==> config.mk <==
export PLATFORM = sky130hd
export DESIGN_NAME = tsio_port_top
export DESIGN_NICKNAME = d
export VERILOG_FILES = /design/src/tsio_pkg.sv /design/src/tsio_i2c_slave.sv /design/src/tsio_port_top.sv
export SDC_FILE = /design/constraint.sdc
export NUM_CORES = 1
export LEC_CHECK = 0
export ABC_AREA = 1
export ABC_CLOCK_PERIOD_IN_PS = 8100
export BUFFER_PORTS_ARGS = -buffer_cell sky130_fd_sc_hd__buf_2
export CAP_MARGIN = 10
export CORE_AREA = 4 4 111 193
export CTS_BUF_LIST = sky130_fd_sc_hd__clkbuf_4
export DETAILED_ROUTE_END_ITERATION = 16
export DIE_AREA = 0 0 115 197
export PLACE_DENSITY = 0.67
export SLEW_MARGIN = 20
export SYNTH_ARGS = -nofsm -noshare
export SYNTH_HDL_FRONTEND = slang
export SYNTH_SLANG_ARGS = --single-unit
==> constraint.sdc <==
create_clock -name I_CLK -period 8.1 [get_ports I_CLK]
set_input_delay 1.215 -clock I_CLK [delete_from_list [all_inputs] [get_ports I_CLK]]
set_output_delay 1.215 -clock I_CLK [all_outputs]
set_load 0.02 [all_outputs]
==> src/tsio_pkg.sv <==
package tsio_pkg;

  // --------------------------------------------------------------------------
  // Port geometry
  // --------------------------------------------------------------------------
  localparam int NUM_LINES = 7;
  localparam int NUM_KEYS  = 6;

  // --------------------------------------------------------------------------
  // Register offsets
  // --------------------------------------------------------------------------
  localparam logic [7:0] ADDR_KEY_COUNT      = 8'h01;
  localparam logic [7:0] ADDR_DETECT_STATUS  = 8'h02;
  localparam logic [7:0] ADDR_INPUT_STATUS   = 8'h03;
  localparam logic [7:0] ADDR_KEY_ENABLED    = 8'h04;
  localparam logic [7:0] ADDR_DIRECTION_MASK = 8'h17;
  localparam logic [7:0] ADDR_PWM_SELECT     = 8'h18;
  localparam logic [7:0] ADDR_DETECT_LINK    = 8'h19;
  localparam logic [7:0] ADDR_POLARITY       = 8'h1A;
  localparam logic [7:0] ADDR_USER_OUTPUT    = 8'h1B;
  localparam logic [7:0] ADDR_PWM_LEVEL      = 8'h1C;

  // --------------------------------------------------------------------------
  // Reset values, standalone direction and unmapped read value
  // --------------------------------------------------------------------------
  localparam logic [6:0] RST_DIRECTION       = 7'h00;
  localparam logic [6:0] STANDALONE_DIR      = 7'h7F;
  localparam logic [6:0] RST_PWM_SELECT      = 7'h00;
  localparam logic [6:0] RST_DETECT_LINK     = 7'h3F;
  localparam logic [6:0] RST_POLARITY        = 7'h00;
  localparam logic [6:0] RST_USER_OUTPUT     = 7'h00;
  localparam logic [7:0] RST_PWM_LEVEL       = 8'hFF;
  localparam logic [7:0] UNMAPPED_READ       = 8'h00;

  // --------------------------------------------------------------------------
  // Timing counts
  // --------------------------------------------------------------------------
  localparam logic [1:0] STRAP_SETTLE        = 2'h3;
  localparam int         BURST_CNT_W         = 16;
  localparam logic [3:0] I2C_BITS            = 4'h8;

  typedef enum logic [6:0] {
    I2C_IDLE  = 7'h01,
    I2C_ADDR  = 7'h02,
    I2C_ACK_A = 7'h04,
    I2C_WRITE = 7'h08,
    I2C_ACK_W = 7'h10,
    I2C_READ  = 7'h20,
    I2C_ACK_R = 7'h40
  } tsio_i2c_state_e;

endpackage : tsio_pkg

==> src/tsio_i2c_slave.sv <==
`timescale 1ns/1ps
module tsio_i2c_slave
  import tsio_pkg::*;
#(
  parameter logic [6:0] DEV_ADDR = 7'h12
) (
  input  wire logic       i_clk,
  input  wire logic       i_rst,
  input  wire logic       i_enable,
  input  wire logic       i_scl,
  input  wire logic       i_sda,
  input  wire logic [7:0] i_rd_data,
  output logic            o_sda_oe,
  output logic [7:0]      o_ptr,
  output logic            o_wr_stb,
  output logic [7:0]      o_wr_addr,
  output logic [7:0]      o_wr_data,
  output logic            o_rd_stb,
  output logic [7:0]      o_rd_addr
);

  typedef struct packed {
    logic            scl_d;
    logic            sda_d;
    tsio_i2c_state_e st;
    logic [3:0]      cnt;
    logic [7:0]      sh;
    logic [7:0]      tx;
    logic            rw;
    logic            first;
    logic            nack;
    logic [7:0]      ptr;
    logic            sda_oe;
    logic            wr_stb;
    logic [7:0]      wr_addr;
    logic [7:0]      wr_data;
    logic            rd_stb;
    logic [7:0]      rd_addr;
  } tsio_i2c_s;

  tsio_i2c_s r, nxt;

  logic scl_rise, scl_fall, start_c, stop_c;

  // --------------------------------------------------------------------------
  // Byte engine
  // --------------------------------------------------------------------------
  always_comb begin
    scl_rise = i_scl & ~r.scl_d;
    scl_fall = ~i_scl & r.scl_d;
    start_c  = i_scl & r.scl_d & r.sda_d & ~i_sda;
    stop_c   = i_scl & r.scl_d & ~r.sda_d & i_sda;
    nxt        = r;
    nxt.scl_d  = i_scl;
    nxt.sda_d  = i_sda;
    nxt.wr_stb = 1'b0;
    nxt.rd_stb = 1'b0;
    if (!i_enable || stop_c) begin
      nxt.st     = I2C_IDLE;
      nxt.sda_oe = 1'b0;
    end else if (start_c) begin
      // Repeated start keeps the register pointer
      nxt.st     = I2C_ADDR;
      nxt.cnt    = 4'h0;
      nxt.sda_oe = 1'b0;
    end else begin
      case (r.st)
        I2C_IDLE: begin
        end
        I2C_ADDR, I2C_WRITE: begin
          if (scl_rise) begin
            nxt.sh  = {r.sh[6:0], i_sda};
            nxt.cnt = r.cnt + 4'h1;
          end else if (scl_fall && r.cnt == I2C_BITS) begin
            nxt.cnt = 4'h0;
            if (r.st == I2C_ADDR) begin
              if (r.sh[7:1] == DEV_ADDR) begin
                nxt.st     = I2C_ACK_A;
                nxt.sda_oe = 1'b1;
                nxt.rw     = r.sh[0];
                nxt.first  = 1'b1;
              end else begin
                nxt.st = I2C_IDLE;
              end
            end else begin
              nxt.st     = I2C_ACK_W;
              nxt.sda_oe = 1'b1;
              nxt.first  = 1'b0;
              if (r.first) begin
                nxt.ptr = r.sh;
              end else begin
                nxt.wr_stb  = 1'b1;
                nxt.wr_addr = r.ptr;
                nxt.wr_data = r.sh;
                nxt.ptr     = r.ptr + 8'h01;
              end
            end
          end
        end
        I2C_ACK_W: begin
          if (scl_fall) begin
            nxt.st     = I2C_WRITE;
            nxt.sda_oe = 1'b0;
          end
        end
        I2C_ACK_A, I2C_ACK_R: begin
          if (scl_rise) begin
            nxt.nack = i_sda;
          end else if (scl_fall) begin
            if (r.st == I2C_ACK_A && !r.rw) begin
              nxt.st     = I2C_WRITE;
              nxt.sda_oe = 1'b0;
            end else if (r.st == I2C_ACK_R && r.nack) begin
              nxt.st     = I2C_IDLE;
              nxt.sda_oe = 1'b0;
            end else begin
              nxt.st      = I2C_READ;
              nxt.cnt     = 4'h0;
              nxt.tx      = i_rd_data;
              nxt.sda_oe  = ~i_rd_data[7];
              nxt.rd_stb  = 1'b1;
              nxt.rd_addr = r.ptr;
              nxt.ptr     = r.ptr + 8'h01;
            end
          end
        end
        I2C_READ: begin
          if (scl_fall) begin
            nxt.cnt = r.cnt + 4'h1;
            if (r.cnt == I2C_BITS - 4'h1) begin
              nxt.st     = I2C_ACK_R;
              nxt.sda_oe = 1'b0;
            end else begin
              nxt.tx     = {r.tx[6:0], 1'b0};
              nxt.sda_oe = ~r.tx[6];
            end
          end
        end
        default: begin
          nxt.st     = I2C_IDLE;
          nxt.sda_oe = 1'b0;
        end
      endcase
    end
  end

  always_ff @(posedge i_clk) begin
    if (i_rst) begin
      r       <= '0;
      r.scl_d <= 1'b1;
      r.sda_d <= 1'b1;
      r.st    <= I2C_IDLE;
    end else begin
      r <= nxt;
    end
  end

  assign o_sda_oe  = r.sda_oe;
  assign o_ptr     = r.ptr;
  assign o_wr_stb  = r.wr_stb;
  assign o_wr_addr = r.wr_addr;
  assign o_wr_data = r.wr_data;
  assign o_rd_stb  = r.rd_stb;
  assign o_rd_addr = r.rd_addr;

endmodule : tsio_i2c_slave

==> src/tsio_port_top.sv <==
// Summary of operation
// - Seven lines, each input or output
// - One shared 256-step PWM level
// - Lines start as inputs unless standalone
// - SDA low, SCL high at power-up: standalone
// - Standalone forces all seven lines to outputs
// - Direction one is output, zero input
// - Input status shows input line levels
// - Input level change asserts change line
// - Open-drain change line, released by input status read
// - PWM mask selects PWM or digital drive
// - PWM duty register writable over I2C
// - Detect mask links line to key detection
// - Polarity mask one high, zero low
// - Two to six keys; absent capacitor disables
// - Burst sequence skips disabled keys
`timescale 1ns/1ps
module tsio_port_top
  import tsio_pkg::*;
#(
  parameter logic [6:0]             DEV_ADDR     = 7'h12,
  parameter logic [BURST_CNT_W-1:0] BURST_CYCLES = 16'h0010
) (
  input  wire logic                 I_CLK,
  input  wire logic                 I_RST,
  input  wire logic [NUM_LINES-1:0] I_PORT_LINE,
  output logic      [NUM_LINES-1:0] O_PORT_LINE,
  output logic      [NUM_LINES-1:0] O_PORT_LINE_OE,
  input  wire logic                 I_SCL,
  input  wire logic                 I_SDA,
  output logic                      O_SDA,
  output logic                      O_SDA_OE,
  output logic                      O_CHANGE_NOTIFY_N,
  output logic                      O_CHANGE_NOTIFY_N_OE,
  input  wire logic [NUM_KEYS-1:0]  I_KEY_DETECT,
  input  wire logic [NUM_KEYS-1:0]  I_KEY_CAP_OK,
  output logic      [2:0]           O_BURST_KEY,
  output logic                      O_BURST_START,
  output logic                      O_STANDALONE
);

  typedef struct packed {
    logic [NUM_LINES-1:0]   lin_m;
    logic [NUM_LINES-1:0]   lin_s;
    logic                   sda_m;
    logic                   sda_s;
    logic                   scl_m;
    logic                   scl_s;
    logic [1:0]             strap_cnt;
    logic                   strap_done;
    logic                   standalone;
    logic [NUM_LINES-1:0]   dir;
    logic [NUM_LINES-1:0]   pwm_sel;
    logic [NUM_LINES-1:0]   det_link;
    logic [NUM_LINES-1:0]   pol;
    logic [NUM_LINES-1:0]   user_buf;
    logic [7:0]             pwm_level;
    logic [7:0]             pwm_cnt;
    logic [NUM_LINES-1:0]   in_prev;
    logic [NUM_LINES-1:0]   dir_prev;
    logic [NUM_KEYS-1:0]    det_prev;
    logic                   notify;
    logic [NUM_LINES-1:0]   pin_out;
    logic [NUM_LINES-1:0]   pin_oe;
    logic [2:0]             burst_key;
    logic                   burst_start;
    logic [BURST_CNT_W-1:0] burst_cnt;
  } tsio_top_s;

  tsio_top_s r, nxt;

  logic                 sda_oe_i;
  logic [7:0]           ptr_i;
  logic                 wr_stb_i;
  logic [7:0]           wr_addr_i;
  logic [7:0]           wr_data_i;
  logic                 rd_stb_i;
  logic [7:0]           rd_addr_i;
  logic [7:0]           rd_data;
  logic [NUM_KEYS-1:0]  key_en;
  logic [NUM_KEYS-1:0]  det_now;
  logic [NUM_LINES-1:0] det_line;
  logic [NUM_LINES-1:0] in_lvl;
  logic [NUM_LINES-1:0] act;
  logic [NUM_LINES-1:0] lvl;
  logic                 pwm_on;
  logic [NUM_LINES-1:0] in_delta;
  logic                 det_delta;
  logic                 notify_set;
  logic                 notify_clr;
  logic                 reg_wr;

  // --------------------------------------------------------------------------
  // Helpers
  // --------------------------------------------------------------------------
  function automatic logic [7:0] key_count(input logic [NUM_KEYS-1:0] m);
    logic [7:0] c;
    c = 8'h00;
    for (int i = 0; i < NUM_KEYS; i++) begin
      c = c + {7'h00, m[i]};
    end
    return c;
  endfunction : key_count

  // Next enabled key after cur, wrapping; cur itself if it is the only one
  function automatic logic [2:0] next_key(input logic [2:0] cur, input logic [NUM_KEYS-1:0] m);
    logic [2:0] k;
    logic [2:0] res;
    logic       hit;
    k   = cur;
    res = cur;
    hit = 1'b0;
    for (int i = 0; i < NUM_KEYS; i++) begin
      k = (k == 3'(NUM_KEYS - 1)) ? 3'h0 : k + 3'h1;
      if (!hit && m[k]) begin
        res = k;
        hit = 1'b1;
      end
    end
    return res;
  endfunction : next_key

  // Active state gated by PWM, then mapped onto the pin's polarity
  function automatic logic [NUM_LINES-1:0] pin_level(input logic [NUM_LINES-1:0] act_m,
                                                    input logic [NUM_LINES-1:0] pwm_m,
                                                    input logic                 pwm_hi,
                                                    input logic [NUM_LINES-1:0] pol_m);
    logic [NUM_LINES-1:0] gated;
    gated = act_m & (~pwm_m | {NUM_LINES{pwm_hi}});
    return (pol_m & gated) | (~pol_m & ~gated);
  endfunction : pin_level

  // --------------------------------------------------------------------------
  // Serial slave
  // --------------------------------------------------------------------------
  tsio_i2c_slave #(
    .DEV_ADDR (DEV_ADDR)
  ) u_i2c (
    .i_clk     (I_CLK),
    .i_rst     (I_RST),
    .i_enable  (r.strap_done & ~r.standalone),
    .i_scl     (r.scl_s),
    .i_sda     (r.sda_s),
    .i_rd_data (rd_data),
    .o_sda_oe  (sda_oe_i),
    .o_ptr     (ptr_i),
    .o_wr_stb  (wr_stb_i),
    .o_wr_addr (wr_addr_i),
    .o_wr_data (wr_data_i),
    .o_rd_stb  (rd_stb_i),
    .o_rd_addr (rd_addr_i)
  );

  // --------------------------------------------------------------------------
  // Read mux
  // --------------------------------------------------------------------------
  always_comb begin
    case (ptr_i)
      ADDR_KEY_COUNT:      rd_data = key_count(key_en);
      ADDR_DETECT_STATUS:  rd_data = {2'b00, det_now};
      ADDR_INPUT_STATUS:   rd_data = {1'b0, in_lvl};
      ADDR_KEY_ENABLED:    rd_data = {2'b00, key_en};
      ADDR_DIRECTION_MASK: rd_data = {1'b0, r.dir};
      ADDR_PWM_SELECT:     rd_data = {1'b0, r.pwm_sel};
      ADDR_DETECT_LINK:    rd_data = {1'b0, r.det_link};
      ADDR_POLARITY:       rd_data = {1'b0, r.pol};
      ADDR_USER_OUTPUT:    rd_data = {1'b0, r.user_buf};
      ADDR_PWM_LEVEL:      rd_data = r.pwm_level;
      default:             rd_data = UNMAPPED_READ;
    endcase
  end

  // --------------------------------------------------------------------------
  // Port logic
  // --------------------------------------------------------------------------
  always_comb begin
    key_en   = I_KEY_CAP_OK;
    det_now  = I_KEY_DETECT & key_en;
    // Line 6 has no sense channel, so it never shows a detection
    det_line = {1'b0, det_now};
    in_lvl   = r.lin_s & ~r.dir;
    pwm_on   = r.pwm_cnt < r.pwm_level;
    act      = (r.det_link & det_line) | (~r.det_link & r.user_buf);
    lvl      = pin_level(act, r.pwm_sel, pwm_on, r.pol);
    reg_wr   = wr_stb_i & ~r.standalone;

    // ------------------------------------------------------
    // Change line
    // ------------------------------------------------------
    // Lines that were outputs last cycle are skipped, so a direction write is no event
    in_delta   = (in_lvl ^ r.in_prev) & ~r.dir & ~r.dir_prev;
    det_delta  = det_now != r.det_prev;
    notify_set = r.strap_done & ((|in_delta) | det_delta);
    // Only the input status read releases the line, the last of the two status bytes
    notify_clr = rd_stb_i && (rd_addr_i == ADDR_INPUT_STATUS);

    // ------------------------------------------------------
    // Synchronisers and free-running counter
    // ------------------------------------------------------
    nxt          = r;
    nxt.lin_m    = I_PORT_LINE;
    nxt.lin_s    = r.lin_m;
    nxt.sda_m    = I_SDA;
    nxt.sda_s    = r.sda_m;
    nxt.scl_m    = I_SCL;
    nxt.scl_s    = r.scl_m;
    nxt.pwm_cnt  = r.pwm_cnt + 8'h01;
    nxt.in_prev  = in_lvl;
    nxt.dir_prev = r.dir;
    nxt.det_prev = det_now;
    // An event in the clearing cycle wins, so no change is lost
    nxt.notify   = notify_set | (r.notify & ~notify_clr);

    // ------------------------------------------------------
    // Strap sampling
    // ------------------------------------------------------
    // Straps are sampled once the synchronisers have filled after reset
    if (!r.strap_done) begin
      nxt.strap_cnt = r.strap_cnt + 2'h1;
      if (r.strap_cnt == STRAP_SETTLE) begin
        nxt.strap_done = 1'b1;
        nxt.standalone = ~r.sda_s & r.scl_s;
        if (~r.sda_s & r.scl_s) begin
          nxt.dir = STANDALONE_DIR;
        end
      end
    end

    // ------------------------------------------------------
    // Register writes
    // ------------------------------------------------------
    if (reg_wr) begin
      case (wr_addr_i)
        ADDR_DIRECTION_MASK: nxt.dir       = wr_data_i[NUM_LINES-1:0];
        ADDR_PWM_SELECT:     nxt.pwm_sel   = wr_data_i[NUM_LINES-1:0];
        ADDR_DETECT_LINK:    nxt.det_link  = wr_data_i[NUM_LINES-1:0];
        ADDR_POLARITY:       nxt.pol       = wr_data_i[NUM_LINES-1:0];
        ADDR_USER_OUTPUT:    nxt.user_buf  = wr_data_i[NUM_LINES-1:0];
        ADDR_PWM_LEVEL:      nxt.pwm_level = wr_data_i;
        default: begin
        end
      endcase
    end

    // ------------------------------------------------------
    // Pin drive
    // ------------------------------------------------------
    nxt.pin_out = lvl;
    // Enable trails the mask by one cycle, in step with the level
    nxt.pin_oe  = r.dir;

    // ------------------------------------------------------
    // Burst slots
    // ------------------------------------------------------
    // Disabled keys never get a burst slot, shortening the cycle
    nxt.burst_start = 1'b0;
    if (r.burst_cnt >= BURST_CYCLES - 1'b1) begin
      nxt.burst_cnt = '0;
      if (|key_en) begin
        nxt.burst_key   = next_key(r.burst_key, key_en);
        nxt.burst_start = 1'b1;
      end
    end else begin
      nxt.burst_cnt = r.burst_cnt + 1'b1;
    end
  end

  always_ff @(posedge I_CLK) begin
    if (I_RST) begin
      r           <= '0;
      // Pin synchronisers idle high; change detection waits for strap sampling
      r.lin_m     <= '1;
      r.lin_s     <= '1;
      r.in_prev   <= '0;
      r.sda_m     <= 1'b1;
      r.sda_s     <= 1'b1;
      r.scl_m     <= 1'b1;
      r.scl_s     <= 1'b1;
      r.dir       <= RST_DIRECTION;
      r.pwm_sel   <= RST_PWM_SELECT;
      r.det_link  <= RST_DETECT_LINK;
      r.pol       <= RST_POLARITY;
      r.user_buf  <= RST_USER_OUTPUT;
      r.pwm_level <= RST_PWM_LEVEL;
      r.burst_key <= 3'(NUM_KEYS - 1);
    end else begin
      r <= nxt;
    end
  end

  // --------------------------------------------------------------------------
  // Outputs
  // --------------------------------------------------------------------------
  assign O_PORT_LINE          = r.pin_out;
  assign O_PORT_LINE_OE       = r.pin_oe;
  // Open-drain pins only ever pull low; the enables carry the level
  assign O_SDA                = 1'b0;
  assign O_SDA_OE             = sda_oe_i;
  assign O_CHANGE_NOTIFY_N    = 1'b0;
  assign O_CHANGE_NOTIFY_N_OE = r.notify;
  assign O_BURST_KEY          = r.burst_key;
  assign O_BURST_START        = r.burst_start;
  assign O_STANDALONE         = r.standalone;

endmodule : tsio_port_top

* Word-level counts from Yosys, hierarchy flattened *
Cells that the tools add are included.

storage, ports and cells
  register bits = 187
  input port bits = 23
  output and inout port bits = 23

cells by class
  add/sub/neg operators = 16
  $lt $le $gt $ge = 8
  eq/ne operators = 59
  mux-type cells = 97
  bitwise gates (word level) = 55
  reduce and logical (&&, ||, !) cells = 50

operators with widths
  cell                                                  number
  2-to-1 mux 7 bit                                      16
  equality test 8 x 5 -> 1 bit (second input constant)  12
  one-hot mux 8 bit (10 select lines)                   1
  2-to-1 mux 26 bit                                     2
  AND 7 bit                                             7
  2-to-1 mux 9 bit                                      5
  2-to-1 mux 11 bit                                     4
  2-to-1 mux 43 bit                                     1
  NOT 7 bit                                             6
  2-to-1 mux 8 bit                                      5
  2-to-1 mux 3 bit                                      13
  one-hot mux 7 bit (5 select lines)                    1
  2-to-1 mux 17 bit                                     2
  AND reduction 8 bit                                   4
  2-to-1 mux 1 bit                                      31
  equality test 8 x 2 -> 1 bit (second input constant)  3
  < comparator 3 x 4 -> 1 bit (second input constant)   6
  NOT 1 bit                                             22
  bitwise OR 7 bit                                      3
  AND reduction 7 bit                                   3
  OR reduction 7 bit                                    3
  adder 3 x 1 -> 3 bit (second input constant)          6
  binary-select mux 1 bit (select 3 bit)                6
  equality test 3 bit (second input constant)           6
  57 further kinds                                      117

* Depth between registers and ports, before layout *
  word-level depth = 31
  mapped depth = 15
  gate-level depth less buffers = 15

* Modules after synthesis *
From an unflattened synthesis, not the netlist that was laid out.

unflattened totals
  cell total of the unflattened synthesis = 1296
  area, all modules = 9421.5 µm²

modules (own cells, without submodules)
  module          times used  cells each  area an instance (µm²)  sequential area each (µm²)
  tsio_port_top   1           755         5694.2                  2422.3
  tsio_i2c_slave  1           541         3727.3                  1321.3

* Least setup slack after synthesis *
OpenSTA, ideal clock, no wires.

  path kind = input to register
  from = in I_KEY_CAP_OK[0]
  to = reg u_i2c.r[39] (netlist name)
  data arrival time = 3.418 ns
  required time = 8.030 ns
  setup slack = 4.612 ns
  stages on the path = 12
  cells stage by stage = fa_1 inv_1 fa_1 inv_1 ha_1 inv_1 fa_1 o31ai_1 nor2_1 nand3_1 nand3_1 a21oi_1

on the way
  word-level cells in the longest chain between the ends = 11

ends and longest elaborated chain
  item                                 line                   source
  start, declared                      tsio_port_top.sv:36    input wire logic [NUM_KEYS-1:0] I_KEY_CAP_OK,
  adder 1 x 1 -> 2 bit                 tsio_port_top.sv:100   c = c + {7'h00, m[i]};
  adder 2 x 1 -> 3 bit                 tsio_port_top.sv:100
  adder 3 x 1 -> 4 bit                 tsio_port_top.sv:100
  adder 4 x 1 -> 5 bit                 tsio_port_top.sv:100
  adder 5 x 1 -> 6 bit                 tsio_port_top.sv:100
  one-hot mux 8 bit (10 select lines)  tsio_port_top.sv:158   case (ptr_i)
  2-to-1 mux 7 bit                     tsio_i2c_slave.sv:113  end else if (r.st == I2C_ACK_R && r.nack) begin
  2-to-1 mux 7 bit                     tsio_i2c_slave.sv:110  if (r.st == I2C_ACK_A && !r.rw) begin
  2-to-1 mux 7 bit                     tsio_i2c_slave.sv:109  end else if (scl_fall) begin
  2-to-1 mux 7 bit                     tsio_i2c_slave.sv:107  if (scl_rise) begin
  one-hot mux 7 bit (2 select lines)   tsio_i2c_slave.sv:67   case (r.st)
  end signal, assigned                 tsio_i2c_slave.sv:154  r <= nxt;
  end, declared                        tsio_i2c_slave.sv:41   tsio_i2c_s r, nxt;

No other way between the ends. The select of a mux whose other input is x is not followed.
A chain may end at the register's enable or synchronous reset.

* Worst setup path after layout *
Ends and elaborated chain as after synthesis.

==> results.md <==
- Status: finished clean
- Hold Vio Cnt, Final: 0
- Clk pin slew, worst setup/hold paths: 0.16 ns
- Final setup violating endpoints: 0
- Area delta synth->final: 7.82%
- Startpoint types: input pin
- Die height: 197 µm
- Critical Setup Path Class: in -> reg
- Num CTS Buffers: 17
- RSZ-0062 raised after global routing: false
- Worst-Margin Slew: between 0.9 and 1 ns
- Syn Inst Count: 1200
- # nets final: 1273
- Setup TNS: 0 ns
- Clk_lat worst skew: roughly 0.58 ns
- Min-Delay Path Class: reg -> reg
- H-tree depth: 4
- CTS root buffer: clkbuf_4
- Longest Clk Path Bufs: 2
- Initial core utilization: 0.447
- CP required: 8.60 ns
- First-pass GRT wire length: 38300 µm
- Initial antenna violation count: 1
- Critical Path Fanout Max: 4
- PnR Total Power: 1.99 mW
- Max Transition Viols Final: 0
- Filler cells: 2046
- Number of global-route vias before repair: 7665
- Die W: 115 µm
- Ys Warns: 0
- CTS sink count: 187
- Routed Antenna Nets: 0
- WL final: 24200 µm
- Critical Path AT: between 3 and 4 ns
- Tmin final: between 3 and 4 ns
- Mux cell area share after synthesis: 0
- Area fraction in compound gates after synthesis: 0.153
- Hold Buf Count CTS: 0
- Library cells used by synthesis: 44
- Dpl hpwl: 18600 µm
- Placed Area: a little over 9000 µm²
- Sequential area share after synthesis: 0.424
- # rows: roughly 70
- Max transition margin: 0.390
- Pwr dens: ~210 nW/µm²
- Gr usage total: 0.218
- Max Cap Viol: 0
- Post-cts gate resize count: 0
- Leakage power: approximately 4 nW
- Top FF cell, synth: dfxtp_1
- Final worst path period share: 0.396
- CTS tree: done
- Total gr overflow: 0
- DRC: 0
- Cell area after synthesis: 8830 µm²
- Main combinational cell family by area after synthesis: simple AND/OR/NAND/NOR gates
- Largest net degree at the start of global routing: 61
- Post-Synth XOR/XNOR Area: 0.0198
- Core area: 19700 µm²
- Clock skew: 0.0274 ns
- Final core utilization: 0.482
- Adder-cell share of the synthesized area: 0.0323
- Via/cell ratio: 5.31
- IO Port Bufs: 43
- Die area: 22700 µm²
- Setup bufs post-CTS: 0
- Final instance area: between 9000 and 10000 µm²
- Synthesized flop and latch total: between 150 and 200
- Highest clock rate: 312 MHz
- Post-Syn Area per Cell: 7.36 µm²
- Maximum vdd drop: around 170 µV
- Number of synthesized flops with an enable pin: 0
- WL/cell: 16.3 µm
- Vias: 7895
- Gp weighted congestion: about 0.94
- FFs w/ async S/R, synth: 0
- Drt pass-1 iters: 5
- Share of cells above drive strength 1: 0.123
- Crit end category: register
- DR iter-0 viols: ~540
- Hold Slack: about 0.42 ns
- Io pins: 46
- Synth Area in Simple Gates: 0.273
-- synth_stat cells, types with 9 or more instances --
cell / instances / area share
clkbuf_1: 20 / 0.0085
nand4_1: 16 / 0.011
buf_4: 21 / 0.018
ha_1: 18 / 0.025
a211oi_1: 32 / 0.027
o22ai_1: 14 / 0.0099
dfxtp_1: 187 / 0.42
or2_2: 18 / 0.013
inv_1: 131 / 0.056
nor2_1: 182 / 0.077
nand2_2: 9 / 0.0064
nand2_1: 201 / 0.085
a21oi_1: 70 / 0.040
xor2_1: 11 / 0.011
xnor2_1: 9 / 0.0089
o211ai_1: 16 / 0.014
nor3_1: 21 / 0.012
o21ai_0: 71 / 0.040
o21ai_1: 13 / 0.0074
nand3_1: 55 / 0.031
inv_2: 22 / 0.0093
-- metrics by stage --
stage / setup WS (ns) / std cells
2_1_floorplan: 4.61 / 1213
6_report: 4.89 / 1488
5_1_grt: 4.76 / 1488
4_1_cts: 4.95 / 1487
3_5_place_dp: 4.32 / 1455
3_3_place_gp: 4.35 / 1455
-- worst paths after layout --
kind | startpoint | end | slack [ns] | cells past startpoint
setup / recovery | I_KEY_CAP_OK[0] | u_i2c.r[39]$_SDFFE_PP0P_ | 4.89 | 13
hold reg to reg | nxt[117]$_SDFF_PP1_ | r[117]$_SDFF_PP1_ | 0.42 | 1
hold / removal | nxt[117]$_SDFF_PP1_ | r[117]$_SDFF_PP1_ | 0.42 | 1
setup reg to reg | r[112]$_SDFF_PP1_ | u_i2c.o_wr_addr[4]$_SDFFE_PP0P_ | 5.66 | 7
-- flip-flops by register name, summed over array words and instances, names as in the netlist --
name,flops
u_i2c.o_wr_stb,1
u_i2c.o_rd_addr,8
u_i2c.o_wr_data,8
O_BURST_KEY,3
u_i2c.o_rd_stb,1
O_PORT_LINE_OE,7
O_BURST_START,1
O_STANDALONE,1
nxt,16
u_i2c.r,31
u_i2c.o_sda_oe,1
r,85
u_i2c.o_ptr,8
u_i2c.o_wr_addr,8
O_CHANGE_NOTIFY_N_OE,1
O_PORT_LINE,7
-- layout make-up --
cell class / instances / area (µm²) / area share
Tap cell: 245 / 307 / 0.0322
Timing Repair Buffer: 48 / 255 / 0.0268
Antenna cell: 1 / 2.50 / 0.000263
Clock inverter: 15 / 236 / 0.0248
Inverter: 153 / 574 / 0.0603
Sequential cell: 187 / 3740 / 0.393
Multi-Input combinational cell: 822 / 4280 / 0.449
Clock buffer: 17 / 128 / 0.0134
-- cell usage in the layout, fill, tap and decap left out, types with 7 or more instances in the layout --
| cell type | Yosys | routed |
|---|---|---|
| xor2_1 | 11 | 11 |
| a21oi_1 | 70 | 70 |
| a211oi_1 | 32 | 32 |
| nand4_1 | 16 | 16 |
| xnor2_1 | 9 | 9 |
| or2_2 | 18 | 18 |
| dfxtp_1 | 187 | 187 |
| nor3_1 | 21 | 21 |
| o21ai_1 | 13 | 13 |
| ha_1 | 18 | 18 |
| nor2_1 | 182 | 182 |
| inv_1 | 131 | 131 |
| buf_2 | 7 | 42 |
| nand3_1 | 55 | 55 |
| o21ai_0 | 71 | 71 |
| o22ai_1 | 14 | 14 |
| conb_1 | 1 | 14 |
| clkbuf_4 | 0 | 17 |
| inv_2 | 22 | 22 |
| nand2_2 | 9 | 9 |
| a221oi_1 | 7 | 7 |
| o211ai_1 | 16 | 16 |
| nand2_1 | 201 | 201 |
-- where the power goes --
group | switching [mW] | total (mW) | internal (mW) | leakage (nW)
combinational | 0.276 | 0.400 | 0.124 | 2.40
sequential | 0.0272 | 0.975 | 0.948 | 1.52
clock | 0.335 | 0.618 | 0.283 | 0.187
total | 0.638 | 1.99 | 1.36 | 4.11
-- metal layers --
metal	share of wire	global-route usage	wire length (µm)	vias to the layer above
li1	-	-	-	3971
met1	0.35	0.207	8430	3648
met3	0.035	0.0335	838	73
met2	0.56	0.425	13600	203
met4	0.057	0.125	1380	0
met5	0	0	0	-
-- worst max-delay path: stages --
cell and delay, ns:
buf_2 0.13, fa_1 0.54, inv_1 0.06, fa_1 0.49, inv_1 0.04, ha_1 0.16, inv_1 0.06, fa_1 0.41
o31ai_1 0.24, nor2_1 0.07, nand3_1 0.08, nand3_1 0.07, a21oi_1 0.14
-- logic make-up after synthesis --
kind of cell    count (synthesis)
flops                         187
other cells                     1
xor+xnor                       20
fa+ha+maj                      21
compound gates                231
buf+inv                       204
simple gates                  536
Note: power is estimated with default switching activity, not from simulation.
